### config.mk
export PLATFORM = sky130hd
export DESIGN_NAME = cmac_core
export DESIGN_NICKNAME = d
export VERILOG_FILES = /design/src/rtl/cmac_pkg.sv /design/src/rtl/cmac_core.sv
export SDC_FILE = /design/constraint.sdc
export NUM_CORES = 1
export LEC_CHECK = 0
export ABC_AREA = 1
export BUFFER_PORTS_ARGS = -buffer_cell sky130_fd_sc_hd__buf_2
export CAP_MARGIN = 30
export CORE_MARGIN = 5
export CORE_UTILIZATION = 53
export DETAILED_ROUTE_END_ITERATION = 7
export PLACE_DENSITY = 0.82
export SLEW_MARGIN = 20
export SYNTH_ARGS = -nofsm -noshare
export SYNTH_HDL_FRONTEND = slang
export SYNTH_SLANG_ARGS = --single-unit
### constraint.sdc
create_clock -name i_clk_sys -period 5.8 [get_ports i_clk_sys]
set_input_delay 1.16 -clock i_clk_sys [delete_from_list [all_inputs] [get_ports i_clk_sys]]
set_output_delay 1.16 -clock i_clk_sys [all_outputs]
set_load 0.01 [all_outputs]
### src/rtl/cmac_pkg.sv
// Constants and carrier types for the CPU mode and address generation core.
// Assumes a single 10 MHz system clock; no software-visible registers.
package cmac_pkg;

  // ==========================================================================
  // Widths and address limits
  localparam int          ADDR_W         = 24;
  localparam int          NORM_W         = 16;
  localparam int          REG_W          = 32;
  localparam int          HALF_W         = 16;
  localparam logic [23:0] NORM_MASK      = 24'h00ffff;
  localparam logic [23:0] ADV_MASK       = 24'hffffff;
  localparam logic [23:0] MEMIND_MASK    = 24'h0000ff;
  localparam logic [23:0] VEC_BASE       = 24'h000000;
  localparam logic [23:0] VEC_STEP_NORM  = 24'h000002;
  localparam logic [23:0] VEC_STEP_ADV   = 24'h000004;
  localparam logic [23:0] FETCH_ALIGN    = 24'hfffffe;
  localparam logic [31:0] TOP8_CLEAR     = 32'h00ffffff;
  localparam logic [31:0] STEP_NONE      = 32'h00000000;

  // ==========================================================================
  // Mode pin encodings
  localparam logic [1:0]  MODE_PIN_NORM  = 2'h0;

  // ==========================================================================
  // Execution state counts
  localparam logic [4:0]  ST_ADD         = 5'h01;
  localparam logic [4:0]  ST_MUL8        = 5'h02;
  localparam logic [4:0]  ST_MUL16       = 5'h03;
  localparam logic [4:0]  ST_DIV16       = 5'h0c;
  localparam logic [4:0]  ST_DIV32       = 5'h14;
  localparam logic [4:0]  ST_UNSIGNED_EXTEND_MULTIPLY       = 5'h02;
  localparam logic [4:0]  ST_SIGNED_EXTEND_MULTIPLY       = 5'h03;
  localparam logic [4:0]  ST_ACC         = 5'h01;
  localparam logic [4:0]  ST_MAC_PENALTY = 5'h01;
  localparam logic [4:0]  ST_ONE         = 5'h01;
  localparam logic [4:0]  ST_ZERO        = 5'h00;

  // ==========================================================================
  // Types
  typedef enum logic [1:0] {
    CMAC_MODE_ADVANCED = 2'h0,
    CMAC_MODE_NORMAL   = 2'h1,
    CMAC_MODE_INVALID  = 2'h3
  } cmac_mode_type;

  typedef enum logic [3:0] {
    OP_NONE  = 4'h0, OP_ADD   = 4'h1, OP_MUL8  = 4'h2, OP_MUL16 = 4'h3,
    OP_DIV16 = 4'h4, OP_DIV32 = 4'h5, OP_UNSIGNED_EXTEND_MULTIPLY = 4'h6, OP_SIGNED_EXTEND_MULTIPLY = 4'h7,
    OP_MAC   = 4'h8, OP_ACLR  = 4'h9, OP_ALD   = 4'ha, OP_AST   = 4'hb,
    OP_SLEEP = 4'hc
  } cmac_op_type;

  typedef enum logic [1:0] {
    CMAC_RUN   = 2'h0,
    CMAC_BUSY  = 2'h1,
    CMAC_SLEEP = 2'h3
  } cmac_state_type;

  typedef struct packed {
    logic        valid;
    cmac_op_type op;
  } cmac_issue_type;

  typedef struct packed {
    logic [31:0] base;
    logic [31:0] step;
    logic        pre_dec;
    logic        post_inc;
  } cmac_ea_req_type;

  typedef struct packed {
    logic [23:0] addr;
    logic [31:0] reg_upd;
  } cmac_ea_rsp_type;

endpackage

### src/rtl/cmac_core.sv
// CPU operating-mode selection, address generation and execution timing.
// Assumes mode pins are static around reset and the decoder issues one op
// at a time while o_ready is high; memory sits on the internal bus.
`timescale 1ns/100ps

// Overview of operation
// - Advanced mode gives linear 16-Mbyte addressing
// - Normal mode limits addressing to 64 kbytes
// - Mode pins choose normal or advanced mode
// - Normal mode unsupported here; flagged invalid
// - Normal mode keeps low 16 address bits
// - Increment carry propagates into upper half
// - Normal vectors are 16-bit entries from zero
// - Normal indirect target is word below 0xff
// - Advanced vectors 32-bit, low 24 bits used
// - Advanced indirect longword, top byte zero
// - Upper halves usable standalone or combined
// - Extended control reg skipped in mode 0
// - Add one state; divides 12 and 20
// - Multiplies take two and three states
// - Extending multiplies take two and three states, +1 after MAC
// - Accumulator ops one state, +1 after MAC
// - Sleep instruction enters power-down state
// - Fetch address forces bit zero low
module cmac_core (
  input  wire logic                      i_clk_sys,
  input  wire logic                      i_rst,
  input  wire logic [1:0]                i_mode_pin,
  input  wire logic                      i_wake,
  input  wire cmac_pkg::cmac_issue_type  i_issue,
  input  wire cmac_pkg::cmac_ea_req_type i_ea_req,
  input  wire logic [7:0]                i_vec_num,
  input  wire logic [7:0]                i_ind_addr,
  input  wire logic [31:0]               i_ind_data,
  input  wire logic [23:0]               i_pc,
  input  wire logic                      i_int_mode0,
  output logic                           o_mode_adv,
  output logic                           o_mode_invalid,
  output cmac_pkg::cmac_ea_rsp_type      o_ea_rsp,
  output logic [23:0]                    o_fetch_addr,
  output logic [23:0]                    o_vec_addr,
  output logic [23:0]                    o_ind_ptr,
  output logic [23:0]                    o_ind_target,
  output logic                           o_push_ext,
  output logic                           o_ready,
  output logic                           o_done,
  output logic                           o_sleep
);
  import cmac_pkg::*;

  // ==========================================================================
  // Mode pin synchroniser and mode latch
  logic [1:0]     pin_s1;
  logic [1:0]     pin_s2;
  logic           in_reset;
  cmac_mode_type  mode;
  cmac_mode_type  next_mode;
  logic           next_in_reset;

  always_comb begin
    next_mode     = mode;
    next_in_reset = 1'b0;
    if (in_reset) begin
      if (pin_s2 == MODE_PIN_NORM) begin
        next_mode = CMAC_MODE_INVALID;
      end else begin
        next_mode = CMAC_MODE_ADVANCED;
      end
    end
  end

  // Synchroniser runs through reset so the pins are settled at release
  always_ff @(posedge i_clk_sys) begin
    pin_s1 <= i_mode_pin;
    pin_s2 <= pin_s1;
  end

  always_ff @(posedge i_clk_sys or posedge i_rst) begin
    if (i_rst) begin
      in_reset <= 1'b1;
      mode     <= CMAC_MODE_ADVANCED;
    end else begin
      in_reset <= next_in_reset;
      mode     <= next_mode;
    end
  end

  logic adv;
  assign adv            = (mode == CMAC_MODE_ADVANCED);
  assign o_mode_adv     = adv;
  assign o_mode_invalid = (mode == CMAC_MODE_INVALID);

  // ==========================================================================
  // Address generation
  cmac_ea_rsp_type next_ea_rsp;
  logic [23:0]     next_fetch;
  logic [23:0]     next_vec;
  logic [23:0]     next_ptr;
  logic [23:0]     next_target;
  logic            next_push_ext;
  logic [23:0]     addr_mask;
  logic [31:0]     ea_full;
  logic [31:0]     upd;
  logic [23:0]     vec_step;

  always_comb begin
    addr_mask = adv ? ADV_MASK : NORM_MASK;
    vec_step  = adv ? VEC_STEP_ADV : VEC_STEP_NORM;
    // Full 32-bit arithmetic so carries reach the upper half
    upd = i_ea_req.base;
    if (i_ea_req.pre_dec) begin
      upd = i_ea_req.base - i_ea_req.step;
    end else if (i_ea_req.post_inc) begin
      upd = i_ea_req.base + i_ea_req.step;
    end
    ea_full = i_ea_req.pre_dec ? upd : i_ea_req.base;
    next_ea_rsp.addr    = ea_full[23:0] & addr_mask;
    next_ea_rsp.reg_upd = upd;
    next_fetch  = i_pc & addr_mask & FETCH_ALIGN;
    next_vec    = (VEC_BASE + (24'(i_vec_num) * vec_step)) & addr_mask;
    next_ptr    = 24'(i_ind_addr) & MEMIND_MASK;
    if (adv) begin
      next_target = 24'(i_ind_data & TOP8_CLEAR);
    end else begin
      next_target = 24'(i_ind_data[NORM_W-1:0]);
    end
    next_push_ext = ~i_int_mode0;
  end

  always_ff @(posedge i_clk_sys or posedge i_rst) begin
    if (i_rst) begin
      o_ea_rsp     <= '0;
      o_fetch_addr <= 24'h000000;
      o_vec_addr   <= 24'h000000;
      o_ind_ptr    <= 24'h000000;
      o_ind_target <= 24'h000000;
      o_push_ext   <= 1'b0;
    end else begin
      o_ea_rsp     <= next_ea_rsp;
      o_fetch_addr <= next_fetch;
      o_vec_addr   <= next_vec;
      o_ind_ptr    <= next_ptr;
      o_ind_target <= next_target;
      o_push_ext   <= next_push_ext;
    end
  end

  // ==========================================================================
  // Execution timing
  cmac_state_type state;
  cmac_state_type next_state;
  logic [4:0]     count;
  logic [4:0]     next_count;
  logic           after_mac;
  logic           next_after_mac;
  logic           next_done;
  logic [4:0]     states;
  logic           mac_sens;

  always_comb begin
    states   = ST_ONE;
    mac_sens = 1'b0;
    unique case (i_issue.op)
      OP_ADD:   states = ST_ADD;
      OP_DIV16: states = ST_DIV16;
      OP_DIV32: states = ST_DIV32;
      OP_MUL8:  states = ST_MUL8;
      OP_MUL16: states = ST_MUL16;
      OP_UNSIGNED_EXTEND_MULTIPLY: begin
        states   = ST_UNSIGNED_EXTEND_MULTIPLY;
        mac_sens = 1'b1;
      end
      OP_SIGNED_EXTEND_MULTIPLY: begin
        states   = ST_SIGNED_EXTEND_MULTIPLY;
        mac_sens = 1'b1;
      end
      OP_ACLR, OP_ALD, OP_AST: begin
        states   = ST_ACC;
        mac_sens = 1'b1;
      end
      default:  states = ST_ONE;
    endcase
    if (mac_sens && after_mac) begin
      states = states + ST_MAC_PENALTY;
    end
  end

  always_comb begin
    next_state     = state;
    next_count     = count;
    next_after_mac = after_mac;
    next_done      = 1'b0;
    unique case (state)
      CMAC_RUN: begin
        if (i_issue.valid && i_issue.op != OP_NONE) begin
          next_after_mac = (i_issue.op == OP_MAC);
          if (i_issue.op == OP_SLEEP) begin
            next_state = CMAC_SLEEP;
            next_done  = 1'b1;
          end else if (states == ST_ONE) begin
            next_done = 1'b1;
          end else begin
            next_count = states - ST_ONE;
            next_state = CMAC_BUSY;
          end
        end
      end
      CMAC_BUSY: begin
        next_count = count - ST_ONE;
        if (count == ST_ONE) begin
          next_done  = 1'b1;
          next_state = CMAC_RUN;
        end
      end
      CMAC_SLEEP: begin
        if (i_wake) begin
          next_state = CMAC_RUN;
        end
      end
      default: next_state = CMAC_RUN;
    endcase
  end

  always_ff @(posedge i_clk_sys or posedge i_rst) begin
    if (i_rst) begin
      state     <= CMAC_RUN;
      count     <= ST_ZERO;
      after_mac <= 1'b0;
      o_done    <= 1'b0;
    end else begin
      state     <= next_state;
      count     <= next_count;
      after_mac <= next_after_mac;
      o_done    <= next_done;
    end
  end

  assign o_ready = (state == CMAC_RUN);
  assign o_sleep = (state == CMAC_SLEEP);

endmodule

# After elaboration in Yosys (flattened, before gate mapping)
# Index checks and enable logic that the tools add are counted.
dict set report totals {
  ff_bits 152
  inputBits 149
  word_cells 85
}
dict set report classes {
  n_addsub 5
  mul 1
  eq_ne 22
  mux 25
  n_bitwise 4
  n_reduce_logical 13
}
# operator n
set op_table {}
lappend op_table {{24-bit 2-to-1 mux} 3}
lappend op_table {{32-bit 2-to-1 mux} 2}
lappend op_table {{24-bit bitwise AND} 2}
lappend op_table {{32-bit adder} 1}
lappend op_table {{32-bit subtractor} 1}
lappend op_table {{11-bit by 24-bit bitwise AND with 24-bit output} 1}
lappend op_table {{4-bit equality test, second input constant} 5}
lappend op_table {{5-bit 2-to-1 mux} 4}
lappend op_table {{5-bit case mux with 4 select lines} 1}
lappend op_table {{4-bit by 3-bit equality test with 1-bit output, second input constant} 4}
lappend op_table {{2-bit 2-to-1 mux} 6}
lappend op_table {{8-bit by 3-bit multiplier with 11-bit output} 1}
lappend op_table {{5-bit by 1-bit equality test with 1-bit output, second input constant} 2}
lappend op_table {{5-bit case mux with 2 select lines} 1}
lappend op_table {{5-bit by 1-bit subtractor with 5-bit output, second input constant} 2}
lappend op_table {{4-bit by 2-bit equality test with 1-bit output, second input constant} 2}
lappend op_table {{2-bit inequality test, second input constant} 4}
lappend op_table {{4-bit AND reduction} 2}
lappend op_table {{2-bit logical NOT} 3}
lappend op_table {{2-bit case mux with 3 select lines} 1}
lappend op_table {{5-bit by 1-bit adder with 5-bit output, second input constant} 1}
lappend op_table {{1-bit 2-to-1 mux} 5}
lappend op_table {{5-bit OR reduction} 1}
lappend op_table {{2-bit equality test, second input constant} 2}
lappend op_table {{11 further kinds} 13}

# Longest topological paths before layout
# Gate-level depths: netlist (run 1).
dict set report logic_depth {
  ltp_word 10
  depth_mapped 16
  mapped_depth_nobuf 16
}

# Least setup slack after synthesis (run 1)
# OpenSTA, ideal clock, no wires.
dict set report synth_path {
  path_kind {input port to flip-flop}
  startpoint {in i_issue[3] in the netlist's numbering}
  endpoint {reg count[1]}
  setup_ns 0.076
  arrival_ns 2.668
  setup_slack_ns 3.056
  path_stages 16
  cell_sequence {inv_2 > nand2_1 > inv_2 > nand2_2 > o21ai_0 > or2_1 > a21boi_0 > inv_1 > ha_1 > inv_1 > nor2_1 > nand3_1 > nand4_2 > inv_2 > nand2_1 > o21ai_1}
}
dict set report synth_between {
  elab_chain_len 10
}
# item line_no
set synth_lines {}
lappend synth_lines {{start, declared} cmac_core.sv:30} ;# input wire cmac_pkg::cmac_issue_type i_issue,
lappend synth_lines {{4-bit by 3-bit equality test with 1-bit output, or another cell as far along} cmac_core.sv:163} ;# unique case (i_issue.op)
lappend synth_lines {{2-bit OR reduction (no source line) / 5-bit OR reduction (equally long branches)} --}
lappend synth_lines {{5-bit case mux with 4 select lines / 1-bit 2-to-1 mux (equally long branches)} cmac_core.sv:163}
lappend synth_lines {{5-bit by 1-bit adder with 5-bit output / 1-bit logical AND (equally long branches)} {cmac_core.sv:184, cmac_core.sv:183}}
lappend synth_lines {{5-bit 2-to-1 mux} cmac_core.sv:183} ;# if (mac_sens && after_mac) begin
lappend synth_lines {{5-bit by 1-bit subtractor with 5-bit output} cmac_core.sv:203} ;# next_count = states - ST_ONE;
lappend synth_lines {{5-bit 2-to-1 mux} cmac_core.sv:200} ;# end else if (states == ST_ONE) begin
lappend synth_lines {{5-bit 2-to-1 mux} cmac_core.sv:197} ;# if (i_issue.op == OP_SLEEP) begin
lappend synth_lines {{5-bit 2-to-1 mux} cmac_core.sv:195} ;# if (i_issue.valid && i_issue.op != OP_NONE) begin
lappend synth_lines {{5-bit case mux with 2 select lines} cmac_core.sv:193} ;# unique case (state)
lappend synth_lines {{end signal, assigned} cmac_core.sv:232} ;# count <= next_count;
lappend synth_lines {{end, declared} cmac_core.sv:152} ;# logic [4:0] count;
# Several ways; a longest one is shown, not always the timed one. The select of a mux whose other input is x is not followed.
# A chain may end at the register's enable or synchronous reset.

==> reports/results.ini, run 1 <==
[clock_network]
cts_hold_buf = 0
clock_latency_ns = 0.42
cts_tree = done
cts_made_buffers = 17
clk_pin_slew_worst_paths_ns = 0.07
cts_setup_buffers = 0
post_cts_resized = 0
clock-sinks = 137
cts_buffer_depth = 2
htree_levels = 4
clockRootBuffer = clkbuf_16

[detailed_routing]
ant_nets = 0
drt_iter0_markers = 779
route.vias.total = 10400
post-route-drc-count = 0
routed_via_density = 5.13
wl_per_cell_um = 16.8
firstDrtPassIters = 5
wl_mm = 34.1

[setup_path]
arrival_ns = 3.18
critPathKind = input port to flip-flop
crit_fanout = 9
critPathLaunchType = input port
cp-end-kind = flip-flop
required_ns = 6.12

[floorplanning]
initial_core_util_pct = 54.1
core-area_um2 = 18800
ios = 307
fp.dieW_um = 149
rows = 50
die_area_um2 = 22100
die_h_um = 149

[power_and_ir_drop]
power_switching_uw = 1190
ir_drop_mv = 0.169
switching_share_pct = 37.2
intPower_uw = 2000
p_clk_share_pct = 34.0
finalPower_uw = 3190
p_comb_share_pct = 31.4
pwr_density_cell_nw_per_um2 = 264
p_leak_uw = 0.00694
seq_power_share_pct = 34.6

[yosys]
synth_area_um2 = 10200
yosysSeqAreaShare_pct = 33.5
synth_seq_cells = 137
post_synth_num_cell_types = 46
synth_top_area_share_pct = 32.4
synth_warnings = 0
synth_top_cell_by_area = dfrtp_1
synthCells = 1520
ys_top_cells_by_area = dfrtp_1 (32%), nand2_1 (16%), inv_1 (9.5%)
avgSynthCellArea_um2 = 6.70

[finish]
seq_area_um2 = 3410
final_cell_mix = nand2_1 (439), buf_2 (266), inv_1 (256)
multi_input_area_um2 = 5350
nNetsFinal = 1981
n_fill_cell = 1741
syn2layout_area_growth_pct = 18.4
fin_util_pct = 64.0
final_common_cell = nand2_1
final_cells = 2038
drive_above_1_share_pct = 20.2

[timing]
rsz0062_at_grt = no
fmax_mhz = 349
fin_tns_setup_ns = 0
hold_violations = 0
drv_slew = 0
finalCriticalPeriod_ns = 2.87
relSlewSlack_pct = 47.8
period_share_pct = 49.4
skew_ns = 0.00984
worst_pin_slew_ns = 0.783
setup_viol = 0

[job]
cap_viol_max_count = 0

[grt]
grt_pass1_vias = 9978
grt_first_pass_wirelength_mm = 52.8
grt_antenna_before_repair = 2
grt-ovfl-total = 0
grt_max_degree = 70
track_usage_pct = 30.6

[place]
post-dp-hpwl_mm = 27.5
place_inst = 2004
port_buffers = 266
gp_congestion = 0.995

[outcome]
status = complete, no violations

[min_path]
worstHoldPathType = flip-flop to flip-flop

[cells by family (layout without fill, tap and decap cells)]
logic type      count (synthesis)  after routing  share of synthesized area, %
buf+inv                       346            571                          15.2
other cells                     1             34                        0.0368
fa+ha+maj                      68             68                          8.50
compound gates                193            193                          10.5
flops                         137            137                          33.5
xor+xnor                        9              9                         0.774
simple gates                  766            766                          31.5
[per-layer routing]
| layer | track usage [%] | routed length, um | vias up |
|---|---|---|---|
| met1 | 38.9 | 13800 | 4806 |
| li1 | - | - | 5134 |
| met2 | 51.9 | 16200 | 444 |
| met4 | 10.1 | 1060 | 2 |
| met5 | 0 | 13 | - |
| met3 | 6.58 | 3020 | 59 |
[power by group through the flow]
stage	clock, uW	combinational (uW)	sequential (uW)
after floorplan	0	621	1160
after global placement	0	962	1120
after detailed placement	0	977	1120
after CTS	1090	989	1100
after global routing	1140	1120	1110
final	1080	1000	1100
[cells in the mapped netlist (all sizes together)]
cell type and n:
ha 66, dfxtp 4, clkbuf 15, o41ai 1
clkinv 2, a21oi 79, fa 2, nor3 12
nand3b 1, xnor2 1, nand3 106, and2 5
o31ai 1, nor2 173, nand2 444, o22ai 2
conb 1, o211ai 3, dfrtp 132, o21bai 9
buf 63, xor2 8, a21boi 1, nand4 22
inv 266, a21o 3, o21ai 94, dfstp 1
or2 3
[final cells by class]
cell class	count	share of cell area [%]
clock buffers	17	3.53
inverters	268	8.38
clock inverters	15	1.29
repair buffers	271	11.5
multi-input cells	1069	44.4
well taps	260	2.70
diodes	1	0.0208
flip-flops and latches	137	28.3
[sequential cells by signal, indices dropped and copies added (netlist names)]
name,count
pin_s1,2
o_ea_rsp,56
state,2
mode,1
count,5
o_fetch_addr,23
o_ind_ptr,8
pin_s2,2
after_mac,1
o_done,1
o_push_ext,1
in_reset,1
o_vec_addr,10
o_ind_target,24
[critical path: stages]
cell	delay, ns
buf_2	0.09
inv_1	0.04
ha_1	0.45
nand2_1	0.13
o21ai_2	0.30
nand2_1	0.09
nand2_1	0.22
nand2_1	0.08
nand2_1	0.18
nand2_1	0.17
nand2_1	0.10
nand2_1	0.05
nand3_1	0.07
nand2_1	0.05
[metrics by stage]
step	setup WS [ns]	hold slack (ns)	area, um^2
2_1_floorplan	1.09	0.310	10300
3_3_place_gp	2.55	0.310	11500
3_5_place_dp	2.55	0.313	11500
4_1_cts	2.96	0.328	12000
5_1_grt	2.77	0.349	12100
6_report	2.93	0.327	12100
[path summary, 6_finish.rpt]
check,start,end,slack [ns],depth (start not counted)
worst max-delay path,i_ea_req[4],o_ea_rsp[29],2.93,14
worst min-delay path,pin_s1[0],pin_s2[0],0.33,0
worst max register to register,after_mac,count[1],3.87,12
worst min register to register,pin_s1[0],pin_s2[0],0.33,0
max in group asynchronous,i_rst,o_ea_rsp[27],3.76,3
min in group asynchronous,i_rst,o_ind_target[3],0.83,2
No activity file was read; power rests on OpenSTA's default activity.
==> run 2, diff against run 1 <==
- ABC_AREA: 1 -> 0
- CORE_UTILIZATION: 53 -> 46
- PLACE_DENSITY: 0.82 -> 0.78
- clock period: 5.8 -> 2.4 ns (I/O delays scaled with it)
==> reports/results.ini, run 2 <==
[outcome]
status = finished with violations
violations = negative setup slack

[power_and_ir_drop]
ir_drop_mv = 0.527  ; +210%
p_leak_uw = 0.00641  ; -7.7%
pwr_density_cell_nw_per_um2 = 629  ; +140%

[timing]
worst_pin_slew_ns = 0.717  ; -0.0656 ns
period_share_pct = 113
skew_ns = 0.00531  ; -0.00452 ns
worst_slack_ns = -0.306  ; -3.24 ns
drv_slew = 0  ; unchanged
fin_hold_ws_ns = 0.156  ; -0.171 ns
rsz0062_at_grt = yes
setup_viol = 19  ; +19
hold_violations = 0  ; unchanged
finalCriticalPeriod_ns = 2.71
fin_tns_setup_ns = -3.19  ; -3.19 ns
fmax_mhz = 370
relSlewSlack_pct = 52.2  ; +4.4 points

[clock_network]
cts_made_buffers = 17  ; unchanged
clockRootBuffer = clkbuf_16
clock-sinks = 137  ; unchanged
clock_latency_ns = 0.42  ; about the same
clk_pin_slew_worst_paths_ns = 0.07  ; about the same
cts_buffer_depth = 2  ; unchanged
cts_tree = done
htree_levels = 4  ; unchanged
cts_hold_buf = 0  ; unchanged

[yosys]
synthCells = 957  ; -37%
synth_top_cell_by_area = dfrtp_1
synth.most_common_cell = dfrtp_1
synth_xor_xnor_area_share_pct = 2.41  ; +1.6 points
synth_area_um2 = 8720  ; -14%
synthArstFlopShare_pct = 97.1  ; unchanged
synth_warnings = 0  ; unchanged
synth_mux_area_share_pct = 3.73  ; +3.7 points
synth_fa_ha_area_share_pct = 9.93  ; +1.4 points
ys_top_cells_by_area = dfrtp_1 (38%), ha_1 (9.5%), a21oi_1 (5.0%)
synth_compound_area_share_pct = 23.6  ; +13 points
yosys-top-cells-count = dfrtp_1 (132), a21oi_1 (88), inv_1 (75), nor2_1 (74), ha_1 (66)
post_synth_num_cell_types = 87  ; +89%
synth-main-ff-cell = dfrtp_1
synth_seq_cells = 137  ; unchanged
yosysSeqAreaShare_pct = 39.1  ; +5.6 points
avgSynthCellArea_um2 = 9.12  ; +36%
synthSimpleGateAreaFrac_pct = 12.8  ; -19 points
synth_top_family_by_area = compound AO/OA/AOI/OAI gates
synth_top_area_share_pct = 37.9  ; +5.4 points
synth-edff-count = 0  ; unchanged

[floorplanning]
rows = 50  ; unchanged
die_area_um2 = 21800  ; -1.2%
die_h_um = 148  ; -0.60%
ios = 307  ; unchanged
fp.dieW_um = 148  ; -0.60%
core-area_um2 = 18700  ; -0.66%
initial_core_util_pct = 46.6  ; -7.4 points

[setup_path]
arrival_ns = 3.06  ; -0.12 ns
critPathKind = input port to flip-flop
r2r_cells = 11  ; -1
required_ns = 2.76  ; -3.36 ns
crit_fanout = 4  ; -5
cp-end-kind = flip-flop
critPathLaunchType = input port

[detailed_routing]
post-route-drc-count = 0  ; unchanged
route.vias.total = 8894  ; -15%
wl_per_cell_um = 17.4  ; +3.7%
firstDrtPassIters = 5  ; unchanged
routed_via_density = 5.35  ; +4.5%
wl_mm = 28.9  ; -16%
drt_iter0_markers = 442  ; -43%
ant_nets = 0  ; unchanged

[finish]
nNetsFinal = 1629  ; -18%
syn2layout_area_growth_pct = 49.1
top_register = o_ea_rsp
final_cells = 1661  ; -18%
top_regs = o_ea_rsp: 56 flops, o_ind_target: 24 flops, o_fetch_addr: 23 flops
largest_reg_flops = 56  ; unchanged
fin_util_pct = 69.6  ; +5.5 points
final_cell_mix = buf_2 (256), buf_4 (211), dfrtp_1 (132)
drive_above_1_share_pct = 46.5  ; +26 points
final_common_cell = buf_2

[grt]
grt_pass1_vias = 9066  ; -9.1%
track_usage_pct = 25.2  ; -5.4 points
grt_first_pass_wirelength_mm = 44.7  ; -15%
grt-ovfl-total = 0  ; unchanged
grt_max_degree = 134  ; +91%
grt_antenna_before_repair = 3  ; +1

[place]
post-dp-hpwl_mm = 21.3  ; -23%
place_ws_ns = -0.868  ; -3.41 ns
gp_congestion = 0.958  ; -3.6%
place_inst = 1602  ; -20%
port_buffers = 266  ; unchanged

[job]
cap_viol_max_count = 0  ; unchanged

[min_path]
worstHoldPathType = input port to flip-flop
hold_depth = 1  ; +1

==> run 2: final cells by class <==
cell class              count  area (um^2)
flip-flops and latches    137         3410
fillers                  1405         5700
multi-input cells         692         5320
inverters                  77          318
well taps                 234          293
diodes                      2         5.00
repair buffers            487         3110
clock buffers              18          429
clock inverters            14          124
==> run 2: critical path, stage by stage <==
cell      delay [ns]
buf_8           0.09
inv_6           0.03
ha_4            0.15
fa_2            0.37
nor2b_2         0.13
o21ai_2         0.08
a21oi_2         0.16
o211ai_1        0.15
a211oi_2        0.30
or2_1           0.15
o41a_4          0.14
a221oi_4        0.07
buf_4           0.15
or4_4           0.47
nand4_1         0.12
==> run 2: final timing paths <==
path / start / end / slack [ns]
max in group asynchronous: i_rst / o_ea_rsp[42] / 1.59
max: i_ea_req[34] / o_ea_rsp[30] / -0.31
min reg2reg: pin_s1[0] / pin_s2[0] / 0.34
min: i_mode_pin[0] / pin_s1[0] / 0.16
max reg2reg: after_mac / count[0] / 0.16
min in group asynchronous: i_rst / o_fetch_addr[3] / 0.27
==> run 2: what timing repair did <==
item	4_1_cts	5_1_grt
pin swaps	49	55
endpoints found under the setup margin	24	31
setup buffers	14	15
endpoints found under the hold margin	0	0
resized for setup	64	66
==> run 2: metrics by stage <==
step                instance area [um^2]  power, uW
floorplan                           9060       4310
global placement                   11700       5330
detailed placement                 11700       5410
CTS                                12600       8060
global route                       13000       8640
finish                             13000       8180
==> run 2: layer usage <==
metal / global-route usage, % / share of wire, % / vias to the layer above
met1: 29.5 / 38 / 4212
met5: 0 / 0.062 / -
met4: 8.85 / 2.5 / 4
met2: 44.3 / 50 / 387
met3: 6.96 / 9.0 / 70
li1: - / - / 4221
==> run 2: logic make-up (layout without fill, tap and decap cells) <==
group | Yosys count | in the layout
AO/OA/AOI/OAI | 308 | 308
multiplexers | 30 | 30
adder cells (fa/ha/maj) | 68 | 68
flip-flops | 137 | 137
other | 1 | 35
buffers and inverters | 160 | 596
XOR/XNOR | 24 | 24
AND/OR/NAND/NOR | 229 | 229
==> run 2: power breakdown <==
part / switching, uW / total, uW / leakage (uW) / internal [uW]
Clock: 1160 / 2520 / 0.000263 / 1360
Sequential: 130 / 2720 / 0.00160 / 2600
Combinational: 1550 / 2940 / 0.00455 / 1390
Total: 2830 / 8180 / 0.00641 / 5350
==> run 3, diff against run 2 <==
- RECOVER_POWER: not set -> 25
==> reports/results.ini, run 3 (synthesis results as in run 2) <==
[timing]
drv_slew = 134  ; +134
skew_ns = 0.00534  ; +0.0000251 ns
finalCriticalPeriod_ns = 2.70  ; -0.00216 ns
period_share_pct = 113  ; about the same
fin_hold_ws_ns = 0.155  ; -0.000982 ns
setup_viol = 19  ; unchanged
rsz0062_at_grt = yes
hold_violations = 0  ; unchanged
relSlewSlack_pct = -21.3  ; -74 points
fmax_mhz = 370  ; about the same
worst_pin_slew_ns = 1.82  ; +1.10 ns
worst_slack_ns = -0.303  ; +0.00216 ns

[finish]
nNetsFinal = 1629  ; unchanged
design_area_um2 = 13000  ; -0.14%
fin_util_pct = 69.5  ; -0.10 points
final_common_cell = buf_2
drive_above_1_share_pct = 46.5  ; -0.070 points
top_register = o_ea_rsp
top_regs = o_ea_rsp: 56 flops, o_ind_target: 24 flops, o_fetch_addr: 23 flops
syn2layout_area_growth_pct = 48.9
largest_reg_flops = 56  ; unchanged
final_cell_mix = buf_2 (256), buf_4 (210), dfrtp_1 (132)

[floorplanning]
fp.dieW_um = 148  ; unchanged
core-area_um2 = 18700  ; unchanged
initial_core_util_pct = 46.6  ; unchanged
die_h_um = 148  ; unchanged
ios = 307  ; unchanged
die_area_um2 = 21800  ; unchanged
rows = 50  ; unchanged

[clock_network]
cts_tree = done
clock_latency_ns = 0.42  ; about the same
clockRootBuffer = clkbuf_16
cts_buffer_depth = 2  ; unchanged
clk_pin_slew_worst_paths_ns = 0.07  ; about the same
cts_made_buffers = 17  ; unchanged
htree_levels = 4  ; unchanged
clock-sinks = 137  ; unchanged
cts_hold_buf = 0  ; unchanged

[detailed_routing]
route.vias.total = 8877  ; -0.19%
firstDrtPassIters = 5  ; unchanged
post-route-drc-count = 0  ; unchanged
wl_mm = 28.9  ; about the same
routed_via_density = 5.34  ; -0.19%
wl_per_cell_um = 17.4  ; about the same
drt_iter0_markers = 490  ; +11%
ant_nets = 0  ; unchanged

[setup_path]
crit_fanout = 4  ; unchanged
critPathLaunchType = input port
required_ns = 2.76  ; about the same
cp-end-kind = flip-flop
r2r_start = after_mac
critical_path.startpoint = i_ea_req[34]
arrival_ns = 3.06  ; about the same
critPathKind = input port to flip-flop

[min_path]
hold_path_startpoint = i_mode_pin[0]
worstHoldPathType = input port to flip-flop

[job]
cap_viol_max_count = 1  ; +1

[place]
port_buffers = 266  ; unchanged
gp_congestion = 0.958  ; unchanged
place_ws_ns = -0.868  ; unchanged
dpl_cell_area_um2 = 11700  ; unchanged
post-dp-hpwl_mm = 21.3  ; unchanged

[power_and_ir_drop]
p_leak_uw = 0.00640  ; -0.13%
pwr_density_cell_nw_per_um2 = 631  ; +0.25%
ir_drop_mv = 0.530  ; +0.47%
finalPower_uw = 8190  ; +0.11%

[outcome]
violations = max-capacitance violations, max-slew violations, negative setup slack
status = finished with violations

[grt]
grt_antenna_before_repair = 3  ; unchanged
grt_first_pass_wirelength_mm = 44.7  ; unchanged
grt_max_degree = 134  ; unchanged
grt_pass1_vias = 9066  ; unchanged
grt-ovfl-total = 0  ; unchanged
track_usage_pct = 25.2  ; unchanged

==> run 3: final cells by class <==
cell class	instances	area (um^2)
multi-input cells	692	5320
inverters	77	315
diodes	2	5.00
fillers	1407	5710
clock buffers	18	429
clock inverters	14	124
well taps	234	293
flip-flops and latches	137	3410
repair buffers	487	3090
==> run 3: routing by layer <==
metal | global-route usage, % | wire [um] | share of wire [%] | vias to the layer above
met5 | 0 | 18 | 0.062 | -
met4 | 8.85 | 746 | 2.6 | 4
met3 | 6.96 | 2640 | 9.1 | 74
met2 | 44.3 | 14400 | 50 | 398
met1 | 29.5 | 11000 | 38 | 4189
li1 | - | - | - | 4212
==> run 3: timing repair <==
action	CTS	global route
buffers inserted	14	15
pin swaps	49	55
resized for setup	64	66
endpoints found under the setup margin	24	31
hold endpoints to repair	0	0
==> run 3: report_power, final <==
group          leakage (uW)  internal, uW  switching (uW)
logic               0.00454          1390            1550
registers           0.00160          2600             129
clock network      0.000263          1360            1170
==> run 3: final timing paths <==
path                           endpoint  slack [ns]  depth (start not counted)
setup / recovery           o_ea_rsp[30]       -0.30                         15
hold / removal                pin_s1[0]        0.16                          1
setup reg to reg               count[0]        0.16                         11
hold reg to reg               pin_s2[0]        0.34                          0
max in group asynchronous   o_ea_rsp[8]        0.52                          3
min in group asynchronous  o_ind_ptr[6]        0.75                          3
==> run 3: critical path, cell delays in order <==
cell,delay (ns)
buf_8,0.09
inv_6,0.03
ha_4,0.15
fa_2,0.37
nor2b_2,0.13
o21ai_2,0.08
a21oi_2,0.16
o211ai_1,0.15
a211oi_2,0.31
or2_1,0.15
o41a_4,0.14
a221oi_4,0.07
buf_4,0.15
or4_4,0.47
nand4_1,0.12
==> run 3: metrics by stage <==
| stage | setup TNS, ns | cells |
|---|---|---|
| global placement | -18.79 | 1602 |
| CTS | -2.68 | 1647 |
| global route | -5.08 | 1660 |
| detailed placement | -21.16 | 1602 |
| finish | -3.14 | 1661 |
| floorplan | -5.25 | 989 |
